$ cat src/wpg_pkg.sv
// Shared constants and types for the write permission guard.
// Assumes a single 20 MHz clock and a 32-bit classic Wishbone register port.
package wpg_pkg;

	// Timing, each figure kept in its own unit.
	localparam int CLK_HZ           = 20_000_000;
	localparam int CLK_PER_US       = CLK_HZ / 1_000_000;
	localparam int NV_WRITE_TIME_US = 5000;
	localparam int NV_WRITE_MAX_US  = 10000;
	localparam int NV_WRITE_CYC     = NV_WRITE_TIME_US * CLK_PER_US;
	localparam int STANDBY_DELAY_NS = 200;
	localparam int STANDBY_CYC      = STANDBY_DELAY_NS * CLK_PER_US / 1000;
	localparam int GLITCH_NS        = 50;
	localparam int GLITCH_CYC       = (GLITCH_NS * CLK_PER_US + 999) / 1000;
	localparam int TIMER_W          = 17;

	// Serial bus framing.
	localparam logic [3:0] ADDR_BYTE_EDGES = 4'h8;
	localparam logic [3:0] ADDR_ACK_EDGE   = 4'h9;
	localparam logic [6:0] DEVSEL_RESET    = 7'h50;

	// Register byte offsets.
	localparam logic [7:0] REG_STATUS  = 8'h00;
	localparam logic [7:0] REG_CONTROL_STATUS_REG = 8'h04;
	localparam logic [7:0] REG_REQUEST = 8'h08;
	localparam logic [7:0] REG_DEVSEL  = 8'h0C;

	// Control and status register bit positions.
	localparam int CS_WEL  = 1;
	localparam int CS_REG_WRITE_ENABLE_LATCH = 2;
	localparam int CS_BL0  = 3;
	localparam int CS_BL1  = 4;

	// Status register bit positions.
	localparam int SB_LAST_OK  = 0;
	localparam int SB_LAST_REF = 1;
	localparam int SB_ACTIVE   = 2;
	localparam int SB_NV_BUSY  = 3;
	localparam int SB_NV_PEND  = 4;
	localparam int SB_WP       = 5;

	// Lock partitions.
	localparam logic [1:0] LOCK_NONE    = 2'h0;
	localparam logic [1:0] LOCK_QUARTER = 2'h1;
	localparam logic [1:0] LOCK_HALF    = 2'h2;
	localparam logic [7:0] BASE_QUARTER = 8'hC0;
	localparam logic [7:0] BASE_HALF    = 8'h80;

	typedef enum logic [1:0] {
		KIND_POT_VOL = 2'b00,
		KIND_POT_NV  = 2'b01,
		KIND_ARRAY   = 2'b10,
		KIND_CONTROL_STATUS_REG = 2'b11
	} wpg_kind_type;

	typedef struct packed {
		wpg_kind_type kind;
		logic [7:0]   addr;
		logic [7:0]   data;
	} wpg_req_type;

	typedef enum logic [1:0] {
		ST_STANDBY  = 2'b00,
		ST_ACTIVE   = 2'b01,
		ST_STOPWAIT = 2'b10,
		ST_NVWRITE  = 2'b11
	} wpg_state_type;

	function automatic logic inLockedRegion(input logic [1:0] lockSel,
		input logic [7:0] addr);
		logic hit;
		hit = 1'b1;
		unique case (lockSel)
			LOCK_NONE:    hit = 1'b0;
			LOCK_QUARTER: hit = (addr >= BASE_QUARTER);
			LOCK_HALF:    hit = (addr >= BASE_HALF);
			default:      hit = 1'b1;
		endcase
		return hit;
	endfunction : inLockedRegion

endpackage : wpg_pkg

$ cat src/wpg_input_filter.sv
// Pin synchroniser with glitch suppression for one device pin input (scl, sda or wp).
// Assumes the pin is asynchronous to clock.
`timescale 1ns/1ns
`default_nettype none
module wpg_input_filter
(
	// Clock and reset
	input  wire logic clock,
	input  wire logic srst,
	// Pin and cleaned level
	input  wire logic pinIn,
	output var  logic level
);
	logic                meta_q;
	logic                sync_q;
	logic                level_q;
	logic                level_d;
	logic [3:0]          stable_q;
	logic [3:0]          stable_d;

	// A new level is taken only after it has been seen for more samples than
	// a glitch can span, so a pulse shorter than the window never passes.
	always_comb
	begin
		level_d  = level_q;
		stable_d = 4'h0;
		if (sync_q != level_q)
		begin
			stable_d = stable_q + 4'h1;
			if (stable_q >= 4'(wpg_pkg::GLITCH_CYC))
			begin
				level_d  = sync_q;
				stable_d = 4'h0;
			end
		end
	end

	always_ff @(posedge clock)
	begin
		if (srst)
		begin
			meta_q   <= 1'b1;
			sync_q   <= 1'b1;
			level_q  <= 1'b1;
			stable_q <= 4'h0;
		end
		else
		begin
			meta_q   <= pinIn;
			sync_q   <= meta_q;
			level_q  <= level_d;
			stable_q <= stable_d;
		end
	end

	assign level = level_q;
endmodule : wpg_input_filter
`default_nettype wire

$ cat src/wpg_write_permission_guard.sv
// Write permission and activity state logic for a two-wire bus device.
// Assumes Wishbone classic registers on clock, and raw scl, sda and wp pins.
// What this block does
// - WP high: only volatile writes pass
// - WP low, locked: no pot writes; quarter or half lock leaves partial array, both lock bits lock whole array
// - START activates; bad select standby at edge 9
// - Plain STOP: standby 200 ns later
// - Launching STOP: active through whole write cycle
// - Write cycle lasts 5 ms, at most 10
// - Inputs ignore pulses under 50 ns
// - Lock pair selects protected array partition
// - Every pot and array write needs write enable latch first
// - Locked array write aborted, nothing stored
// - Locked array attempt clears register enable latch
`timescale 1ns/1ns
`default_nettype none
module wpg_write_permission_guard
#(
	parameter int NV_WRITE_CYCLES = wpg_pkg::NV_WRITE_CYC
)
(
	// Clock and reset
	input  wire logic        clock,
	input  wire logic        srst,
	// Wishbone classic slave
	input  wire logic        cyc_i,
	input  wire logic        stb_i,
	input  wire logic        we_i,
	input  wire logic [7:0]  adr_i,
	input  wire logic [3:0]  sel_i,
	input  wire logic [31:0] dat_i,
	output var  logic [31:0] dat_o,
	output var  logic        ack_o,
	// Device pins
	input  wire logic        sclPin,
	input  wire logic        sdaPin,
	input  wire logic        wpPin,
	// Granted write towards storage
	output var  logic        wrGrant,
	output var  logic [17:0] wrReq,
	// Device state
	output var  logic        deviceActive,
	output var  logic        nvBusy
);
	logic [2:0]            pinClean;
	logic                  sclF;
	logic                  sdaF;
	logic                  wpF;
	logic                  sclPrev_q;
	logic                  sdaPrev_q;
	logic                  busStart;
	logic                  busStop;
	logic                  sclRise;
	logic [3:0]            bitCnt_q;
	logic [3:0]            bitCnt_d;
	logic [7:0]            addrByte_q;
	logic [7:0]            addrByte_d;
	logic                  selMatch;
	wpg_pkg::wpg_state_type state_q;
	wpg_pkg::wpg_state_type state_d;
	logic [wpg_pkg::TIMER_W-1:0] timer_q;
	logic [wpg_pkg::TIMER_W-1:0] timer_d;
	logic                  ack_q;
	logic                  ack_d;
	logic [31:0]           rdata_q;
	logic [31:0]           rdata_d;
	logic [6:0]            devSel_q;
	logic [6:0]            devSel_d;
	wpg_pkg::wpg_req_type  req_q;
	wpg_pkg::wpg_req_type  req_d;
	logic                  reqFire;
	logic                  wel_q;
	logic                  wel_d;
	logic                  reg_write_enable_latch_q;
	logic                  reg_write_enable_latch_d;
	logic [1:0]            lock_q;
	logic [1:0]            lock_d;
	logic                  nvPend_q;
	logic                  nvPend_d;
	logic                  grant_q;
	logic                  grant_d;
	logic                  lastOk_q;
	logic                  lastOk_d;
	logic                  lastRef_q;
	logic                  lastRef_d;
	logic [7:0]            constatImage;
	logic                  busAccess;

	for (genvar i = 0; i < 3; i++)
	begin : g_pin
		wpg_input_filter u_filter
		(
			.clock (clock),
			.srst  (srst),
			.pinIn ((i == 0) ? sclPin : ((i == 1) ? sdaPin : wpPin)),
			.level (pinClean[i])
		);
	end

	assign sclF     = pinClean[0];
	assign sdaF     = pinClean[1];
	assign wpF      = pinClean[2];
	assign busStart = sclF & sclPrev_q & sdaPrev_q & ~sdaF;
	assign busStop  = sclF & sclPrev_q & ~sdaPrev_q & sdaF;
	assign sclRise  = sclF & ~sclPrev_q;
	assign selMatch = (addrByte_q[7:1] == devSel_q);
	assign busAccess = cyc_i & stb_i & ~ack_q;
	assign reqFire  = busAccess & we_i & sel_i[0]
		& (adr_i == wpg_pkg::REG_REQUEST);

	// Activity tracking and the self-timed write cycle.
	always_comb
	begin
		state_d    = state_q;
		timer_d    = timer_q;
		bitCnt_d   = bitCnt_q;
		addrByte_d = addrByte_q;
		if (sclRise && bitCnt_q < wpg_pkg::ADDR_ACK_EDGE)
		begin
			bitCnt_d = bitCnt_q + 4'h1;
			if (bitCnt_q < wpg_pkg::ADDR_BYTE_EDGES)
			begin
				addrByte_d = {addrByte_q[6:0], sdaF};
			end
		end
		unique case (state_q)
			wpg_pkg::ST_STANDBY, wpg_pkg::ST_STOPWAIT, wpg_pkg::ST_ACTIVE:
			begin
				if (state_q == wpg_pkg::ST_STOPWAIT)
				begin
					if (timer_q == '0)
					begin
						state_d = wpg_pkg::ST_STANDBY;
					end
					else
					begin
						timer_d = timer_q - 1'b1;
					end
				end
				if (state_q == wpg_pkg::ST_ACTIVE && sclRise && !selMatch
					&& bitCnt_q == wpg_pkg::ADDR_BYTE_EDGES)
				begin
					state_d = wpg_pkg::ST_STANDBY;
				end
				if (state_q == wpg_pkg::ST_ACTIVE && busStop)
				begin
					if (nvPend_q)
					begin
						state_d = wpg_pkg::ST_NVWRITE;
						timer_d = wpg_pkg::TIMER_W'(NV_WRITE_CYCLES - 1);
					end
					else
					begin
						state_d = wpg_pkg::ST_STOPWAIT;
						timer_d = wpg_pkg::TIMER_W'(wpg_pkg::STANDBY_CYC - 1);
					end
				end
				if (busStart)
				begin
					state_d  = wpg_pkg::ST_ACTIVE;
					bitCnt_d = 4'h0;
				end
			end
			wpg_pkg::ST_NVWRITE:
			begin
				if (timer_q == '0)
				begin
					state_d = wpg_pkg::ST_STANDBY;
				end
				else
				begin
					timer_d = timer_q - 1'b1;
				end
			end
		endcase
	end

	always_ff @(posedge clock)
	begin
		if (srst)
		begin
			state_q    <= wpg_pkg::ST_STANDBY;
			timer_q    <= '0;
			bitCnt_q   <= 4'h0;
			addrByte_q <= 8'h00;
			sclPrev_q  <= 1'b1;
			sdaPrev_q  <= 1'b1;
		end
		else
		begin
			state_q    <= state_d;
			timer_q    <= timer_d;
			bitCnt_q   <= bitCnt_d;
			addrByte_q <= addrByte_d;
			sclPrev_q  <= sclF;
			sdaPrev_q  <= sdaF;
		end
	end

	// Permission decisions for each write request.
	always_comb
	begin
		req_d     = req_q;
		wel_d     = wel_q;
		reg_write_enable_latch_d    = reg_write_enable_latch_q;
		lock_d    = lock_q;
		nvPend_d  = nvPend_q;
		grant_d   = 1'b0;
		lastOk_d  = lastOk_q;
		lastRef_d = lastRef_q;
		if (state_q == wpg_pkg::ST_NVWRITE && state_d != wpg_pkg::ST_NVWRITE)
		begin
			nvPend_d = 1'b0;
		end
		if (busAccess && we_i && adr_i == wpg_pkg::REG_REQUEST)
		begin
			if (sel_i[0])
			begin
				req_d.data = dat_i[7:0];
			end
			if (sel_i[1])
			begin
				req_d.addr = dat_i[15:8];
			end
			if (sel_i[2])
			begin
				req_d.kind = wpg_pkg::wpg_kind_type'(dat_i[17:16]);
			end
		end
		if (reqFire)
		begin
			grant_d = 1'b0;
			// A request during the write cycle is refused, as the array is
			// unavailable until the cycle ends.
			if (state_q != wpg_pkg::ST_NVWRITE)
			begin
				unique case (req_d.kind)
					wpg_pkg::KIND_POT_VOL:
						grant_d = wel_q && lock_q == wpg_pkg::LOCK_NONE;
					wpg_pkg::KIND_POT_NV:
						grant_d = wel_q && lock_q == wpg_pkg::LOCK_NONE
							&& !wpF;
					wpg_pkg::KIND_ARRAY:
					begin
						grant_d = wel_q && !wpF
							&& !wpg_pkg::inLockedRegion(lock_q, req_d.addr);
						if (wpg_pkg::inLockedRegion(lock_q, req_d.addr))
						begin
							reg_write_enable_latch_d = 1'b0;
						end
					end
					wpg_pkg::KIND_CONTROL_STATUS_REG:
					begin
						grant_d = 1'b1;
						wel_d   = req_d.data[wpg_pkg::CS_WEL];
						if (req_d.data[wpg_pkg::CS_REG_WRITE_ENABLE_LATCH])
						begin
							reg_write_enable_latch_d  = wel_q;
							grant_d = wel_q;
						end
						else if (wel_q && reg_write_enable_latch_q)
						begin
							// Nonvolatile lock bits need WP low
							if (!wpF)
							begin
								lock_d   = {req_d.data[wpg_pkg::CS_BL1],
									req_d.data[wpg_pkg::CS_BL0]};
								nvPend_d = 1'b1;
								reg_write_enable_latch_d   = 1'b0;
							end
						end
					end
				endcase
				if (grant_d && (req_d.kind == wpg_pkg::KIND_POT_NV
					|| req_d.kind == wpg_pkg::KIND_ARRAY))
				begin
					nvPend_d = 1'b1;
				end
			end
			lastOk_d  = grant_d;
			lastRef_d = !grant_d;
		end
	end

	always_ff @(posedge clock)
	begin
		if (srst)
		begin
			req_q     <= '0;
			wel_q     <= 1'b0;
			reg_write_enable_latch_q    <= 1'b0;
			lock_q    <= wpg_pkg::LOCK_NONE;
			nvPend_q  <= 1'b0;
			grant_q   <= 1'b0;
			lastOk_q  <= 1'b0;
			lastRef_q <= 1'b0;
		end
		else
		begin
			req_q     <= req_d;
			wel_q     <= wel_d;
			reg_write_enable_latch_q    <= reg_write_enable_latch_d;
			lock_q    <= lock_d;
			nvPend_q  <= nvPend_d;
			grant_q   <= grant_d;
			lastOk_q  <= lastOk_d;
			lastRef_q <= lastRef_d;
		end
	end

	// Register port: one wait state, unmapped reads return zero.
	always_comb
	begin
		constatImage                   = 8'h00;
		constatImage[wpg_pkg::CS_WEL]  = wel_q;
		constatImage[wpg_pkg::CS_REG_WRITE_ENABLE_LATCH] = reg_write_enable_latch_q;
		constatImage[wpg_pkg::CS_BL0]  = lock_q[0];
		constatImage[wpg_pkg::CS_BL1]  = lock_q[1];
		ack_d    = busAccess;
		devSel_d = devSel_q;
		rdata_d  = rdata_q;
		if (busAccess && we_i && sel_i[0] && adr_i == wpg_pkg::REG_DEVSEL)
		begin
			devSel_d = dat_i[6:0];
		end
		if (busAccess)
		begin
			rdata_d = 32'h0000_0000;
			unique case (adr_i)
				wpg_pkg::REG_STATUS:
				begin
					rdata_d[wpg_pkg::SB_LAST_OK]  = lastOk_q;
					rdata_d[wpg_pkg::SB_LAST_REF] = lastRef_q;
					rdata_d[wpg_pkg::SB_ACTIVE]   = deviceActive;
					rdata_d[wpg_pkg::SB_NV_BUSY]  = nvBusy;
					rdata_d[wpg_pkg::SB_NV_PEND]  = nvPend_q;
					rdata_d[wpg_pkg::SB_WP]       = wpF;
				end
				wpg_pkg::REG_CONTROL_STATUS_REG: rdata_d[7:0] = constatImage;
				wpg_pkg::REG_REQUEST: rdata_d[17:0] = req_q;
				wpg_pkg::REG_DEVSEL:  rdata_d[6:0] = devSel_q;
				default:              rdata_d = 32'h0000_0000;
			endcase
		end
	end

	always_ff @(posedge clock)
	begin
		if (srst)
		begin
			ack_q    <= 1'b0;
			rdata_q  <= 32'h0000_0000;
			devSel_q <= wpg_pkg::DEVSEL_RESET;
		end
		else
		begin
			ack_q    <= ack_d;
			rdata_q  <= rdata_d;
			devSel_q <= devSel_d;
		end
	end

	assign ack_o        = ack_q;
	assign dat_o        = rdata_q;
	assign wrGrant      = grant_q;
	assign wrReq        = req_q;
	assign deviceActive = (state_q != wpg_pkg::ST_STANDBY);
	assign nvBusy       = (state_q == wpg_pkg::ST_NVWRITE);
endmodule : wpg_write_permission_guard
`default_nettype wire
$ cat config.mk
export PLATFORM = sky130hd
export DESIGN_NAME = wpg_write_permission_guard
export DESIGN_NICKNAME = d
export VERILOG_FILES = /design/src/wpg_pkg.sv /design/src/wpg_input_filter.sv /design/src/wpg_write_permission_guard.sv
export SDC_FILE = /design/constraint.sdc
export NUM_CORES = 1
export LEC_CHECK = 0
export BUFFER_PORTS_ARGS = -buffer_cell sky130_fd_sc_hd__buf_2
export CORE_ASPECT_RATIO = 0.6
export CORE_UTILIZATION = 45
export DETAILED_ROUTE_END_ITERATION = 16
export PLACE_DENSITY = 0.68
export SLEW_MARGIN = 20
export SYNTH_ARGS = -nofsm -noshare
export SYNTH_HDL_FRONTEND = slang
export SYNTH_SLANG_ARGS = --single-unit
$ cat constraint.sdc
create_clock -name clock -period 8.42 [get_ports clock]
set_input_delay 0 -clock clock [delete_from_list [all_inputs] [get_ports clock]]
set_output_delay 0 -clock clock [all_outputs]
set_load 0.01 [all_outputs]
# [After elaboration in Yosys (flattened, before gate mapping)]
# Index checks and enable logic that the tools add are counted.
[op_classes] eq_ne=22 bitwise=21 add_sub_neg=5 magnitude_cmp=7 mux=46 n_reduce_logical=41
[ops] op="$mux 17" n=4
[ops] op="$pmux 17 s2" n=1
[ops] op="$pmux 6 s4" n=1
[ops] op="$mux 1" n=22
[ops] op="$mux 18" n=1
[ops] op="$logic_not 17->1" n=1
[ops] op="$sub 17x1->17 const B" n=1
[ops] op="$add 4x1->4 const B" n=4
[ops] op="$eq 8x4->1 const B" n=2
[ops] op="$ge 8x8->1 const B" n=2
[ops] op="$logic_and 1x1->1" n=16
[ops] op="$mux 8" n=2
[ops] op="$ge 4x1->1 const B" n=3
[ops] op="$mux 2" n=6
[ops] op="$mux 4" n=3
[ops] op="$reduce_and 6->1" n=2
[ops] op="$reduce_or 3->1" n=4
[ops] op="$and 1x1->1" n=11
[ops] op="$eq 2x2->1 const B" n=5
[ops] op="$mux 10" n=1
[ops] op="$not 1->1" n=10
[ops] op="$reduce_and 2->1" n=5
[ops] op="$ne 3x3->1 const B" n=3
[ops] op="$eq 8x3->1 const B" n=1
[ops] op="other kinds (17)" n=31
[totals] register_bits=106 inputBits=52 word_cells=174

# [Depth between registers and ports, before layout]
[depth] ltp_word=19 ltp_mapped=12

# [Cells and area by module]
# From an unflattened synthesis, not the netlist that was laid out.
[hier_totals] hier_cells=513 area_unflattened_um2=4933.5
[by_module_without_submodules] mod="wpg_write_permission_guard" area_per_inst_um2=4119.0 seq_area_each_um2=1701.6 cells_each=441 instances=1
[by_module_without_submodules] mod="wpg_input_filter" area_per_inst_um2=271.5 seq_area_each_um2=140.1 cells_each=24 instances=3

# [Worst setup path before layout]
# Ideal clock, no wire load.
[synth_timing] kind="reg-to-reg" start="register ack_q (netlist: ack_o)" end="register nvPend_q" setup_ns=0.133 arrival_ns=2.667 required_time_ns=8.287 path_stages_with_launch=13 setup_slack_ns=5.620 period_less_slack_ns=2.800 cell_sequence="dfxtp_1 > nand3b_1 > nor4_4 > and3_1 > mux2i_1 > inv_1 > ha_1 > nor2b_1 > nor2_1 > nand2_1 > a22oi_1 > nand2b_1 > a31oi_1"
[synth_rtl] element="start: declaration" line_no="wpg_write_permission_guard.sv:63" source="logic ack_q;"
[synth_rtl] element="start signal: assignment" line_no="wpg_write_permission_guard.sv:357" source="ack_q <= ack_d;"
[synth_rtl] element="end signal: assignment" line_no="wpg_write_permission_guard.sv:304" source="nvPend_q <= nvPend_d;"
[synth_rtl] element="end: declaration" line_no="wpg_write_permission_guard.sv:78" source="logic nvPend_q;"

==> impl_results.md <==
* Pin count of the biggest net entering global routing at 80
* Vias at 4122
* Synth Warn # at 0
* Clk sinks at 106
* Total GRT Usage at 21.1%
* Comb power frac at 5.9%
* HPWL Detailed at 8400 microns
* Routed Antenna Nets at 0
* Commonest cells in the netlist: dfxtp_1, nor2_1, nand2_1, a21oi_1, mux2i_1
* Top FF cell, synth: dfxtp_1
* CTS Buffer Depth at 2
* Diode count at 0
* Fin Setup TNS at 0 ns
* PortBufs at 76
* Site Rows at 28
* Pins over their slew limit at 0
* Max-cap violations at 0
* Total Nets Final at 704
* # DRC at 0
* Crit path capture type: flop
* Power, Total at 1.04 mW
* Area share of the largest cell type after synthesis at 43.6%
* Post-synthesis cell area at 4860 sq um
* DR WL/cell at 15.1 microns
* Post-synthesis cell count at 545
* Placed cell area at 5290 sq um
* Pwr Density at 178 nW/um^2
* Via density at 5.33
* Switch Pwr at 0.220 mW
* Skew-Pair Late Insertion Delay at 0.34 ns
* Initial antenna violation count at 0
* Worst setup path class: flop to flop
* Max Freq at 314 MHz
* Leading post-synthesis cells by cell area: dfxtp_1, nor2_1, mux2i_1
* Worst-margin pin slew at 0.845 ns
* Startpoint Class: flop
* DIE AREA at 11200 sq um
* H-Tree Level Count at 3
* EDFF count, synth at 0
* Seq cells post-synth at 106
* Pre-Repair DR Iteration Count at 4
* Layout Area Growth over Synthesis at 20.0%
* Place WS at 5.29 ns
* Worst-path maximum fanout at 25
* Status: complete, no violations
* Initial DRC count at 321
* Syn_area_per_cell at 8.92 sq um
* Chip Height at 82.5 microns
* Clock-pin slew on the worst setup and hold paths at 0.07 ns
* Max_slew headroom at 43.4%
* Global-route wire length before repair at 18100 microns
* CTS buffer count at 9
* Non-Filler Instances at 773
* Synth cell types at 58
* Placed cells at ~740
* Async S/R FF share, synth at 0%
* Share of layout cells above drive strength 1 at 18.7%
* Hold Path Class: primary input to flop
* Register area share after synthesis at 43.6%
* Final setup vio count at 0
* Placer congestion estimate at 0.854
* Core area at 10200 sq um
* GR Overflow Total at 0
* Vias in the first global route at roughly 3600
* Setup Skew at 0.00669 ns
* Fin crit period at 3.18 ns
* Initial Util at 47.9%
* CTS tree: yes
* WL final at between 10000 and 15000 microns
* Internal power at between 0.8 and 0.9 mW
* Final Hold Vio Count at 0
* Leakage at 2.36 nW
* Sw Share at between 20% and 30%
* Synth area leader: dfxtp_1
* RSZ-0062 raised after global routing: no
* VDD IR max at 0.109 mV
* Die W at around 140 microns
* Setup Buffers After CTS at 0
* CP arrival at 3.37 ns
* Part of the power in registers at 49.2%
* IO Count at ~110
* Final Cell Area at 5830 sq um
* Worst setup margin at 5.24 ns
* Clock power share at 44.9%
* Period utilization at 37.8%
* CP required at about 8.6 ns
* Count leader, synth: dfxtp_1
* CTS Root Cell: clkbuf_16
layer usage:
metal	up-vias	wire, microns	track usage (%)
met4	0	109	6.22
met5	-	0	0
li1	2036	-	-
met2	161	4810	29.4
met1	1909	5760	31.3
met3	16	994	5.68
flip-flops by register name (all words and copies together) (netlist names), named ones only:
signal,cells
timer_q,17
wel_q,1
bitCnt_q,4
reg_write_enable_latch_q,1
lastRef_q,1
sdaPrev_q,1
g_pin.u_filter.level,3
dat_o,18
lastOk_q,1
lock_q,2
g_pin.u_filter.sync_q,3
wrGrant,1
addrByte_q,8
sclPrev_q,1
nvPend_q,1
devSel_q,7
state_q,2
ack_o,1
g_pin.u_filter.stable_q,12
wrReq,13
g_pin.u_filter.meta_q,3
cells by family after synthesis:
group / Yosys count / share of synthesized area [%]
other cells: 1 / 0.0771
xor+xnor: 18 / 3.24
compound gates: 91 / 11.9
simple gates: 221 / 22.9
flops: 106 / 43.6
buf+inv: 57 / 5.66
fa+ha+maj: 17 / 4.37
mux: 34 / 8.18
metrics by stage:
step	hold slack, ns	util [%]
after floorplan	0.104	-
after detailed placement	0.187	52.1
after global placement	0.184	52.1
final	0.00936	57.4
after CTS	0.0154	57.4
after global routing	0.0459	57.4
worst max-delay path, cell delays in order (launching register included):
cell	delay (ns)
dfxtp_1	0.31
nand3b_1	0.15
buf_4	0.23
nor4_4	0.24
and3_1	0.28
mux2i_1	0.37
inv_1	0.12
ha_1	0.30
nor2b_1	0.18
nor2_1	0.08
nand2_1	0.06
a22oi_1	0.45
nand2b_1	0.19
a31oi_1	0.08
final timing paths:
check                                             end  cells after the start  slack, ns                           startpoint
setup / recovery                  nvPend_q$_SDFF_PP0_                     13       5.24                     ack_o$_SDFF_PP0_
hold / removal                   wrReq[17]$_SDFF_PP0_                      3      0.009                            dat_i[17]
setup reg to reg                  nvPend_q$_SDFF_PP0_                     13       5.24                     ack_o$_SDFF_PP0_
hold reg to reg   g_pin[0].u_filter.sync_q$_SDFF_PP1_                      1       0.41  g_pin[0].u_filter.meta_q$_SDFF_PP1_
repair_timing:
item                                   in CTS  in global routing
gates resized for setup                     0                  0
hold buffers                               21                  0
endpoints found under the hold margin      31                  0
final cells by class:
cell class | count | area (sq um)
clock buffer | 9 | 225
clock inverter | 5 | 105
fill | 943 | 4330
inverter | 20 | 75.1
multi-input combinational | 398 | 2520
sequential | 106 | 2120
tap | 135 | 169
timing repair buffer | 100 | 613
layout by cell type (no fill, tap or decap), types with 5 or more instances in the layout:
master / n
dfxtp_1: 106
nor2_1: 83
buf_2: 76
nand2_1: 49
a21oi_1: 29
mux2i_1: 24
dlygate4sd3_1: 21
a22oi_1: 20
inv_1: 19
ha_1: 17
conb_1: 17
xnor2_1: 15
nand3_1: 13
or2_2: 9
nor3_1: 9
o21ai_0: 9
clkbuf_16: 9
nand2b_1: 7
a31oi_1: 7
or3_1: 6
and3_1: 5
nor2b_1: 5
a211o_1: 5
mux2_2: 5
power by group through the flow:
stage	sequential, mW	clock (mW)	combinational [mW]
final	0.512	0.467	0.0610
after global routing	0.513	0.494	0.0673
after CTS	0.512	0.476	0.0604
after detailed placement	0.524	0	0.0525
after global placement	0.523	0	0.0513
after floorplan	0.522	0	0.0397
No activity file was read; power rests on OpenSTA's default activity.
